### src/shared/sb_consts.svh
// Purpose: offsets, field positions, reset values and codes of the store buffer block
// Assumes: 32-bit AHB-Lite register window, one word per register
// Notes: included by the package and the design
`ifndef SB_CONSTS_SVH
`define SB_CONSTS_SVH
`define SB_CTRL_OFF 8'h00
`define SB_STATUS_OFF 8'h04
`define SB_IRQ_CLR_OFF 8'h08
`define SB_CTRL_RST 32'h0000_0000
`define SB_ZERO_BIT 0
`define SB_EARLY_BIT 30
`define SB_ST_VALID_LSB 0
`define SB_ST_DRAIN_BIT 3
`define SB_ST_SLV_BIT 8
`define SB_ST_DEC_BIT 9
`define SB_RESP_OKAY 2'h0
`define SB_RESP_SLVERR 2'h2
`define SB_RESP_DECERR 2'h3
`define SB_SLOTS 3
`define SB_LINE_BYTES 32
`define SB_LINE_BITS 27
`define SB_AGE_MAX 2'h3
`endif

### src/shared/sb_pkg.sv
// Purpose: types of the merging store buffer block
// Assumes: three slots of one 256-bit line each
// Notes: numbers live in sb_consts.svh
`include "sb_consts.svh"
package sb_pkg;
  typedef enum logic [1:0] {RD_SLAVE, RD_RA_FILL, RD_WA_FILL, RD_PREFETCH} rd_kind_type;
  typedef struct packed {
    logic valid;
    logic drain;
    logic sec;
    logic wa;
    logic [1:0] age;
    logic [`SB_LINE_BITS-1:0] line;
    logic [`SB_LINE_BITS-1:0] last_line;
    logic last_sec;
    logic [`SB_LINE_BYTES-1:0] strb;
    logic [`SB_LINE_BYTES*8-1:0] data;
  } slot_type;
  typedef struct packed {
    slot_type [`SB_SLOTS-1:0] slot;
    logic early_en;
    logic zero_en;
    logic hw_pend;
    logic [7:0] hoff;
    logic [31:0] hrdata;
    logic hready;
    logic wr_ready;
    logic bresp_valid;
    logic [1:0] bresp;
    logic s_rvalid;
    logic [1:0] s_rresp;
    logic dv;
    logic [1:0] didx;
    logic dfill;
    logic dsec;
    logic [`SB_LINE_BITS-1:0] dline;
    logic [`SB_LINE_BYTES-1:0] dstrb;
    logic [`SB_LINE_BYTES*8-1:0] ddata;
    logic alloc;
    logic slv_irq;
    logic dec_irq;
    logic rd_haz;
    logic wr_haz;
  } state_type;
endpackage : sb_pkg

### src/verilog/store_buffer.sv
// Purpose: three-slot merging store buffer with drain policy, hazard flags and L3 error return
// Assumes: one clock; slave ports present one write and one read request per cycle
// Notes: control registers over AHB-Lite, zero wait states, always OKAY
// How it works
// - a later write to the same address and security overwrites undrained data
// - writes to one line merge into one slot; slots wait for more writes
// - a slot holding a device-memory write is drained at once
// - a slot is drained once all its bytes are valid
// - strongly ordered reads or writes drain the whole buffer
// - with all three slots holding data the least recently used drains
// - a hazard against a slot drains that slot
// - a locked transaction on a slave port drains the slots
// - a configuration register access on a slave port drains the slots
// - merging needs equal line and security bit, and a slot not currently offered on the drain port
// - three 256-bit slots with byte valids, each with two address records
// - partial write-allocate drains ask for a linefill; errors block allocation
// - hazard compare uses address bits 20:5 or 31:5 by configuration
// - cacheable reads and writes are checked against the documented buffers
// - early write response on store buffer acceptance when enabled and user bit 11
// - prefetch hints return no data and allocate on a miss
// - with zero-line enabled, user bit 10 writes zero the whole line
// - non-bufferable writes without early response get the L3 response, bufferable ones OKAY
// - read-allocate fill errors skip allocation, return the error and raise an interrupt
// - drain and eviction write errors only raise an interrupt line
// - interrupt outputs are sticky
`timescale 1ns/1ns
`include "sb_consts.svh"
module store_buffer #(
  parameter bit WIDE_CMP = 1'b1
) (
  input wire logic hclk,
  input wire logic hresetn,
  input wire logic hsel,
  input wire logic [31:0] haddr,
  input wire logic [1:0] htrans,
  input wire logic hwrite,
  input wire logic [2:0] hsize,
  input wire logic [31:0] hwdata,
  input wire logic hready,
  output logic hreadyout,
  output logic hresp,
  output logic [31:0] hrdata,
  input wire logic wr_valid,
  output logic wr_ready,
  input wire logic [31:0] wr_addr,
  input wire logic wr_secure,
  input wire logic [255:0] wr_data,
  input wire logic [31:0] wr_strb,
  input wire logic wr_device,
  input wire logic wr_strong,
  input wire logic wr_bufferable,
  input wire logic wr_cacheable,
  input wire logic write_allocate,
  input wire logic wr_locked,
  input wire logic wr_cfg,
  input wire logic wr_early,
  input wire logic wr_zero,
  output logic bresp_valid,
  output logic [1:0] bresp,
  input wire logic rd_valid,
  input wire logic [31:0] rd_addr,
  input wire logic rd_cacheable,
  input wire logic rd_strong,
  input wire logic rd_locked,
  input wire logic rd_cfg,
  input wire logic rslot_hit,
  input wire logic evict_hit,
  input wire logic mread_hit,
  output logic rd_hazard,
  output logic wr_hazard,
  output logic drain_valid,
  input wire logic drain_ready,
  output logic [26:0] drain_line,
  output logic drain_secure,
  output logic [255:0] drain_data,
  output logic [31:0] drain_strb,
  output logic drain_fill,
  input wire logic l3_bvalid,
  input wire logic l3_b_slave,
  input wire logic [1:0] l3_bresp,
  input wire logic l3_rvalid,
  input wire sb_pkg::rd_kind_type l3_rkind,
  input wire logic [1:0] l3_rresp,
  output logic s_rvalid,
  output logic [1:0] s_rresp,
  output logic alloc,
  output logic l3_slave_error_irq,
  output logic l3_decode_error_irq
);
  import sb_pkg::*;

  state_type q, n;
  logic ahb_take, flush, take, zero, found;
  logic [1:0] tgt, lru;
  logic [`SB_SLOTS-1:0] valid_v, drain_v, full_v;
  logic [1:0] b_err, r_err;

  // only line bits above the 32-byte offset are kept
  function automatic logic line_hit(input logic [26:0] a, input logic [26:0] b);
    return WIDE_CMP ? (a == b) : (a[15:0] == b[15:0]);
  endfunction : line_hit

  function automatic logic [1:0] err_bits(input logic [1:0] r);
    return {r == `SB_RESP_DECERR, r == `SB_RESP_SLVERR};
  endfunction : err_bits

  // decoded once here; the sticky flags below only ever OR them in
  assign b_err = err_bits(l3_bresp);
  assign r_err = err_bits(l3_rresp);

  always_comb begin
    n = q;
    n.bresp_valid = 1'b0;
    n.s_rvalid = 1'b0;
    n.alloc = 1'b0;
    n.rd_haz = 1'b0;
    n.wr_haz = 1'b0;
    zero = 1'b0;
    found = 1'b0;
    tgt = 2'h0;
    lru = 2'h0;
    // register data phase; clears first so that hardware sets below win
    if (q.hw_pend) begin
      case (q.hoff)
        `SB_CTRL_OFF: begin
          n.early_en = hwdata[`SB_EARLY_BIT];
          n.zero_en = hwdata[`SB_ZERO_BIT];
        end
        `SB_IRQ_CLR_OFF: begin
          if (hwdata[`SB_ST_SLV_BIT]) n.slv_irq = 1'b0;
          if (hwdata[`SB_ST_DEC_BIT]) n.dec_irq = 1'b0;
        end
        default: ;
      endcase
    end
    ahb_take = hsel && htrans[1] && hready;
    n.hw_pend = ahb_take && hwrite;
    n.hoff = haddr[7:0];
    // drain handshake frees the slot
    if (q.dv && drain_ready) begin
      n.dv = 1'b0;
      n.slot[q.didx] = '0;
    end
    // write acceptance: merge or allocate
    take = wr_valid && q.wr_ready;
    if (take) begin
      zero = q.zero_en && wr_zero;
      for (int i = 0; i < `SB_SLOTS; i++) begin
        if (!found && n.slot[i].valid && !(q.dv && q.didx == 2'(i)) && n.slot[i].sec == wr_secure &&
            n.slot[i].line == wr_addr[31:5]) begin
          found = 1'b1;
          tgt = 2'(i);
        end
      end
      for (int i = 0; i < `SB_SLOTS; i++) begin
        if (!found && !n.slot[i].valid) begin
          found = 1'b1;
          tgt = 2'(i);
          n.slot[i].strb = '0;
        end
      end
      n.slot[tgt].valid = 1'b1;
      n.slot[tgt].line = wr_addr[31:5];
      n.slot[tgt].sec = wr_secure;
      n.slot[tgt].last_line = wr_addr[31:5];
      n.slot[tgt].last_sec = wr_secure;
      n.slot[tgt].wa = n.slot[tgt].wa | (write_allocate && wr_cacheable);
      for (int b = 0; b < `SB_LINE_BYTES; b++) begin
        if (zero || wr_strb[b]) begin
          n.slot[tgt].data[b*8 +: 8] = zero ? 8'h00 : wr_data[b*8 +: 8];
          n.slot[tgt].strb[b] = 1'b1;
        end
      end
      if (wr_device) n.slot[tgt].drain = 1'b1;
      for (int i = 0; i < `SB_SLOTS; i++) begin
        if (2'(i) == tgt) n.slot[i].age = 2'h0;
        else if (n.slot[i].age != `SB_AGE_MAX) n.slot[i].age = n.slot[i].age + 2'h1;
      end
      // bufferable or early writes are answered here; others wait for L3
      if (wr_bufferable || (q.early_en && wr_early)) begin
        n.bresp_valid = 1'b1;
        n.bresp = `SB_RESP_OKAY;
      end
    end
    n.wr_haz = wr_valid && wr_cacheable && (evict_hit || mread_hit);
    n.rd_haz = rd_valid && rd_cacheable && (rslot_hit || evict_hit || mread_hit);
    // any strong, locked or config access empties the whole buffer
    flush = (wr_valid && (wr_strong || wr_locked || wr_cfg)) || (rd_valid && (rd_strong || rd_locked || rd_cfg));
    for (int i = 0; i < `SB_SLOTS; i++) begin
      if (n.slot[i].valid) begin
        if (flush) n.slot[i].drain = 1'b1;
        if (&n.slot[i].strb) n.slot[i].drain = 1'b1;
        if (rd_valid && rd_cacheable && (line_hit(n.slot[i].line, rd_addr[31:5]) ||
            line_hit(n.slot[i].last_line, rd_addr[31:5]))) begin
          n.slot[i].drain = 1'b1;
          n.rd_haz = 1'b1;
        end
        // ages saturate at three; a tie picks the higher slot
        if (n.slot[i].age >= n.slot[lru].age) lru = 2'(i);
      end
    end
    if (n.slot[0].valid && n.slot[1].valid && n.slot[2].valid) n.slot[lru].drain = 1'b1;
    // launch one drain at a time, lowest slot first
    for (int i = 0; i < `SB_SLOTS; i++) begin
      if (!n.dv && n.slot[i].valid && n.slot[i].drain) begin
        n.dv = 1'b1;
        n.didx = 2'(i);
        n.dline = n.slot[i].line;
        n.dsec = n.slot[i].sec;
        n.ddata = n.slot[i].data;
        n.dstrb = n.slot[i].strb;
        n.dfill = n.slot[i].wa && !(&n.slot[i].strb);
      end
    end
    // L3 write responses
    if (l3_bvalid) begin
      if (l3_b_slave) begin
        n.bresp_valid = 1'b1;
        n.bresp = l3_bresp;
      end else begin
        n.slv_irq = n.slv_irq | b_err[0];
        n.dec_irq = n.dec_irq | b_err[1];
      end
    end
    // L3 read returns
    if (l3_rvalid) begin
      case (l3_rkind)
        RD_SLAVE: begin
          n.s_rvalid = 1'b1;
          n.s_rresp = l3_rresp;
        end
        RD_RA_FILL: begin
          n.s_rvalid = 1'b1;
          n.s_rresp = l3_rresp;
          n.alloc = !l3_rresp[1];
          n.slv_irq = n.slv_irq | r_err[0];
          n.dec_irq = n.dec_irq | r_err[1];
        end
        RD_WA_FILL: begin
          n.alloc = !l3_rresp[1];
          n.slv_irq = n.slv_irq | r_err[0];
          n.dec_irq = n.dec_irq | r_err[1];
        end
        // a failed hint is simply dropped: no allocation and no interrupt
        RD_PREFETCH: n.alloc = !l3_rresp[1];
        default: ;
      endcase
    end
    // registered ready: a slot freed now is offered from the next cycle
    n.wr_ready = !(n.slot[0].valid && n.slot[1].valid && n.slot[2].valid);
    n.hrdata = 32'h0000_0000;
    if (ahb_take && !hwrite) begin
      case (haddr[7:0])
        `SB_CTRL_OFF: begin
          n.hrdata[`SB_EARLY_BIT] = n.early_en;
          n.hrdata[`SB_ZERO_BIT] = n.zero_en;
        end
        `SB_STATUS_OFF: begin
          n.hrdata[`SB_ST_VALID_LSB +: 3] = {n.slot[2].valid, n.slot[1].valid, n.slot[0].valid};
          n.hrdata[`SB_ST_DRAIN_BIT] = n.dv;
          n.hrdata[`SB_ST_SLV_BIT] = n.slv_irq;
          n.hrdata[`SB_ST_DEC_BIT] = n.dec_irq;
        end
        default: ;
      endcase
    end
  end

  always_ff @(posedge hclk or negedge hresetn) begin
    if (!hresetn) begin
      q <= '0;
      q.hready <= 1'b1;
    end else begin
      q <= n;
    end
  end

  assign hreadyout = q.hready;
  assign hresp = 1'b0;
  assign hrdata = q.hrdata;
  assign wr_ready = q.wr_ready;
  assign bresp_valid = q.bresp_valid;
  assign bresp = q.bresp;
  assign rd_hazard = q.rd_haz;
  assign wr_hazard = q.wr_haz;
  assign drain_valid = q.dv;
  assign drain_line = q.dline;
  assign drain_secure = q.dsec;
  assign drain_data = q.ddata;
  assign drain_strb = q.dstrb;
  assign drain_fill = q.dfill;
  assign s_rvalid = q.s_rvalid;
  assign s_rresp = q.s_rresp;
  assign alloc = q.alloc;
  assign l3_slave_error_irq = q.slv_irq;
  assign l3_decode_error_irq = q.dec_irq;

  // assertion helpers
  logic clr_slv;
  always_comb begin
    for (int i = 0; i < `SB_SLOTS; i++) begin
      valid_v[i] = q.slot[i].valid;
      drain_v[i] = q.slot[i].drain;
      full_v[i] = q.slot[i].valid && (&q.slot[i].strb);
    end
  end
  assign clr_slv = q.hw_pend && q.hoff == `SB_IRQ_CLR_OFF && hwdata[`SB_ST_SLV_BIT];
endmodule : store_buffer
### config.mk
export PLATFORM = sky130hd
export DESIGN_NAME = store_buffer
export DESIGN_NICKNAME = d
export VERILOG_FILES = /design/src/shared/sb_pkg.sv /design/src/verilog/store_buffer.sv
export VERILOG_INCLUDE_DIRS = /design/src /design/src/shared
export SDC_FILE = /design/constraint.sdc
export NUM_CORES = 2
export LEC_CHECK = 0
export BUFFER_PORTS_ARGS = -buffer_cell sky130_fd_sc_hd__buf_2
export CAP_MARGIN = 15
export CORE_AREA = 2 2 672 340
export DETAILED_ROUTE_END_ITERATION = 10
export DIE_AREA = 0 0 674 342
export PLACE_DENSITY_LB_ADDON = 0.2
export SYNTH_ARGS = -nofsm -noshare
export SYNTH_HDL_FRONTEND = slang
export SYNTH_SLANG_ARGS = --single-unit
### constraint.sdc
create_clock -name hclk -period 9.3 [get_ports hclk]
set_input_delay 1.86 -clock hclk [delete_from_list [all_inputs] [get_ports hclk]]
set_output_delay 1.86 -clock hclk [all_outputs]
set_load 0.05 [all_outputs]
==> metrics.csv <==
metric,value,unit
run status,completed,
Die ar.,231000,µm²
startpoint of the lowest-slack register-to-register path,drain_valid$_DFF_PN0_,
"leading cell type in the layout, fill and taps excluded",sky130_fd_sc_hd__dfrtp_1,
setup repair bufs after CTS,0,
share of async-settable or async-resettable flops after synthesis,1.00,
maximum clock path buffer count,4,
WP data arrival,8.83,ns
clock slew seen by the registers of the worst setup and hold paths,0.06,ns
Hold Crit Class,reg -> reg,
share of the clock period used by the worst path after layout,0.879,
global-route wire length before repair,443000,µm
Slew HR,0.0867,
number of DRC markers in iteration 0,6315,
initial core utilization,0.297,
prevailing post-synth register cell,sky130_fd_sc_hd__dfrtp_1,
endpoint of the lowest-slack register-to-register path,drain_data[92]$_DFFE_PN0P_,
Total GRT Usage,0.268,
slew at the pin closest to its max-slew limit,1.36,ns
nets,7044,
cell at the root of the clock tree,sky130_fd_sc_hd__clkbuf_16,
fraction of the mapped netlist area in simple logic gates,0.0751,
DRT Pass-1 Iters,6,
number of levels the H-tree was split into,4,
launch point of the worst hold path,q[1214]$_DFF_PN0_,
fraction of the mapped netlist area in adder cells,0.00112,
delay of the slowest cell on the worst path,0.88,ns
fillcell total,22600,
Synth Instances,6239,
die boundary height,342,µm
I/O Pins,819,
number of buffers created by CTS,153,
total chip power,30.9,mW
post-synthesis instance area,67100,µm²
per-cell routed wire length,32.9,µm
compound-cell area share of the yosys netlist,0.272,
average vias per placed instance,5.88,
Final Hold Violating Endpoints,0,
PD cells,393,nW/µm²
final setup violating endpoints,0,
max-cap violations,0,
CTS tree,built,
clk sink count,1394,
placer's final routability congestion estimate,1.05,
dpl hpwl,229000,µm
CP Cell Sequence,buf_2 > and4bb_4 > nor2_1 > o32ai_2 > nand2_1 > nor4_2 > nor2_4 > a21oi_4 > a22oi_1 > xnor2_1 > nor3_1 > nand3_1 > o32ai_1 > o31a_2 > o31a_4 > buf_12 > buf_4 > o221ai_1,
crit path buf inv count,3,
number of antenna-violating nets in the routed design,0,
input/output buffers,725,
"commonest non-fill, non-tap cells in the layout","1394 x sky130_fd_sc_hd__dfrtp_1, 724 x sky130_fd_sc_hd__buf_2, 703 x sky130_fd_sc_hd__inv_1, 536 x sky130_fd_sc_hd__a32oi_1, 405 x sky130_fd_sc_hd__a32o_1",
via count,57300,
max frequency,122,MHz
post-cts repair resize count,0,
setup repair after global routing missed its margin,false,
initial antenna violation count,87,
Slowest cell on crit path,sky130_fd_sc_hd__nor4_2,
count of pins over their slew limit,0,
Register-to-Register Path Depth,17,
WP data required,9.96,ns
maximum vdd drop,0.176,mV
total negative setup slack,0,ns
post-synthesis sequential area ratio,0.520,
end point of the worst hold path,q[1214]$_DFF_PN0_,
dominant combinational cell family by area after synthesis,compound AO/OA/AOI/OAI gates,
highest net fanout along the worst path,19,
FF-to-FF setup slack,1.64,ns
Lkg Pwr,36.1,nW
number of standard-cell rows in the floorplan,124,
area overhead of the layout relative to synthesis,17.3,%
number of synthesized flops with an enable pin,0,
classification of the worst setup path,in -> reg,
final core occ,0.349,
layout cell share with drive strength beyond 1,0.232,
mux contribution to synthesized area,0.00129,
die width,674,µm
Worst setup SP type,primary input,
area of the placeable core,226000,µm²
average footprint of a synthesized cell,10.8,µm²
Tmin final,8.17,ns
instance count along the most critical hold path,2,
#FFs+latches synth,1394,
Top Family by Delay on Critical Path,compound AO/OA/AOI/OAI gates,
clock tree skew after final layout,0.0708,ns
count of hold buffers inserted by post-cts repair,0,
Residual DRC,0,
sum of overflow across all layers after global routing,0,
largest net degree at the start of global routing,177,
via count of the first global-routing pass,54900,
parity-gate share of the synthesized area counting xor and xnor cells,0.0147,
CP endpoint kind,register,
total wirelength of the detailed-routed design,321000,µm
clock latency on the worst-skew pair,0.85,ns
number of warnings reported in the yosys synthesis log,0,
"Distinct cells, synth",93,
[worst register-to-register path, stage by stage (launching register included)]
cell and delay (ns):
sky130_fd_sc_hd__dfrtp_1 0.82, sky130_fd_sc_hd__and4bb_4 0.60, sky130_fd_sc_hd__nor2_1 0.13, sky130_fd_sc_hd__o32ai_2 0.58, sky130_fd_sc_hd__nand2_1 0.23, sky130_fd_sc_hd__nor4_2 0.88
sky130_fd_sc_hd__nor2_4 0.35, sky130_fd_sc_hd__a21oi_4 0.74, sky130_fd_sc_hd__a22oi_1 0.30, sky130_fd_sc_hd__xnor2_1 0.20, sky130_fd_sc_hd__nor3_1 0.32, sky130_fd_sc_hd__nand3_1 0.37
sky130_fd_sc_hd__o32ai_1 0.78, sky130_fd_sc_hd__o31a_2 0.31, sky130_fd_sc_hd__o31a_4 0.23, sky130_fd_sc_hd__buf_12 0.23, sky130_fd_sc_hd__buf_4 0.32, sky130_fd_sc_hd__o221ai_1 0.14
[routing by layer]
metal	GRT usage	wire length (µm)	up-vias
li1	-	-	24000
met1	0.408	151000	30000
met2	0.362	128000	2813
met3	0.0927	35200	421
met4	0.0528	6530	46
met5	0	282	-
[cells by family after synthesis]
| kind of cell | after synthesis |
|---|---|
| flops | 1394 |
| compound gates | 2104 |
| fa+ha+maj | 6 |
| xor+xnor | 113 |
| simple gates | 1014 |
| mux | 8 |
| buf+inv | 1598 |
| other cells | 2 |
[registers in the layout (all words and copies together), names as in the netlist]
register and cells:
q 1054, wr_hazard 1, bresp 2, drain_valid 1
l3_slave_error_irq 1, l3_decode_error_irq 1, drain_data 256, drain_line 27
rd_hazard 1, alloc 1, drain_strb 32, hrdata 7
s_rvalid 1, wr_ready 1, drain_fill 1, drain_v 3
s_rresp 2, bresp_valid 1, drain_secure 1
[cell type report]
type	count	area (µm²)	area share
antenna	28	70.1	0.000890
clock buffer	206	4300	0.0546
timing repair buffer	1058	7270	0.0924
clock inverter	61	956	0.0121
multi-input combinational	3272	24800	0.315
inverter	704	2640	0.0336
tap	3024	3780	0.0481
sequential	1394	34900	0.443
[cell usage after synthesis (76+ instances only)]
| cell | n | area (µm²) |
|---|---|---|
| sky130_fd_sc_hd__clkbuf_1 | 345 | 1290 |
| sky130_fd_sc_hd__dfrtp_1 | 1394 | 34900 |
| sky130_fd_sc_hd__nand3_1 | 194 | 971 |
| sky130_fd_sc_hd__a32oi_1 | 536 | 4690 |
| sky130_fd_sc_hd__a21oi_1 | 161 | 806 |
| sky130_fd_sc_hd__xnor2_1 | 103 | 902 |
| sky130_fd_sc_hd__a32o_1 | 405 | 4050 |
| sky130_fd_sc_hd__buf_4 | 381 | 2860 |
| sky130_fd_sc_hd__o221ai_2 | 158 | 2370 |
| sky130_fd_sc_hd__nand2_1 | 305 | 1140 |
| sky130_fd_sc_hd__o221ai_1 | 172 | 1510 |
| sky130_fd_sc_hd__nor2_1 | 205 | 769 |
| sky130_fd_sc_hd__buf_2 | 76 | 380 |
| sky130_fd_sc_hd__inv_1 | 703 | 2640 |
| sky130_fd_sc_hd__o21ai_0 | 191 | 956 |
[worst max-delay path by stage]
stage          cells past startpoint                         end         from
2_1_floorplan                     31   drain_line[5]$_DFFE_PN0P_  wr_addr[27]
3_3_place_gp                      22  drain_data[92]$_DFFE_PN0P_  drain_ready
3_5_place_dp                      25   drain_line[2]$_DFFE_PN0P_  drain_ready
4_1_cts                           25   drain_line[2]$_DFFE_PN0P_  drain_ready
5_1_grt                           26  drain_strb[23]$_DFFE_PN0P_  wr_addr[14]
6_report                          18  drain_data[92]$_DFFE_PN0P_  drain_ready
[power by group]
part | switching (mW) | internal, mW | total [mW]
sequential | 1.33 | 8.53 | 9.85
clock | 2.74 | 3.89 | 6.63
combinational | 10.1 | 4.29 | 14.4
total | 14.2 | 16.7 | 30.9
[stage by stage]
step                worst slack [ns]  hold slack [ns]  area (µm²)  cells
detailed placement             0.577            0.454       73400   9449
global placement               0.607            0.448       73300   9444
finish                          1.13            0.466       78700   9747
global route                    1.03            0.483       78700   9730
floorplan                       1.04            0.438       67200   6264
CTS                             1.41            0.469       78600   9716
Note: power is estimated with default switching activity, not from simulation.
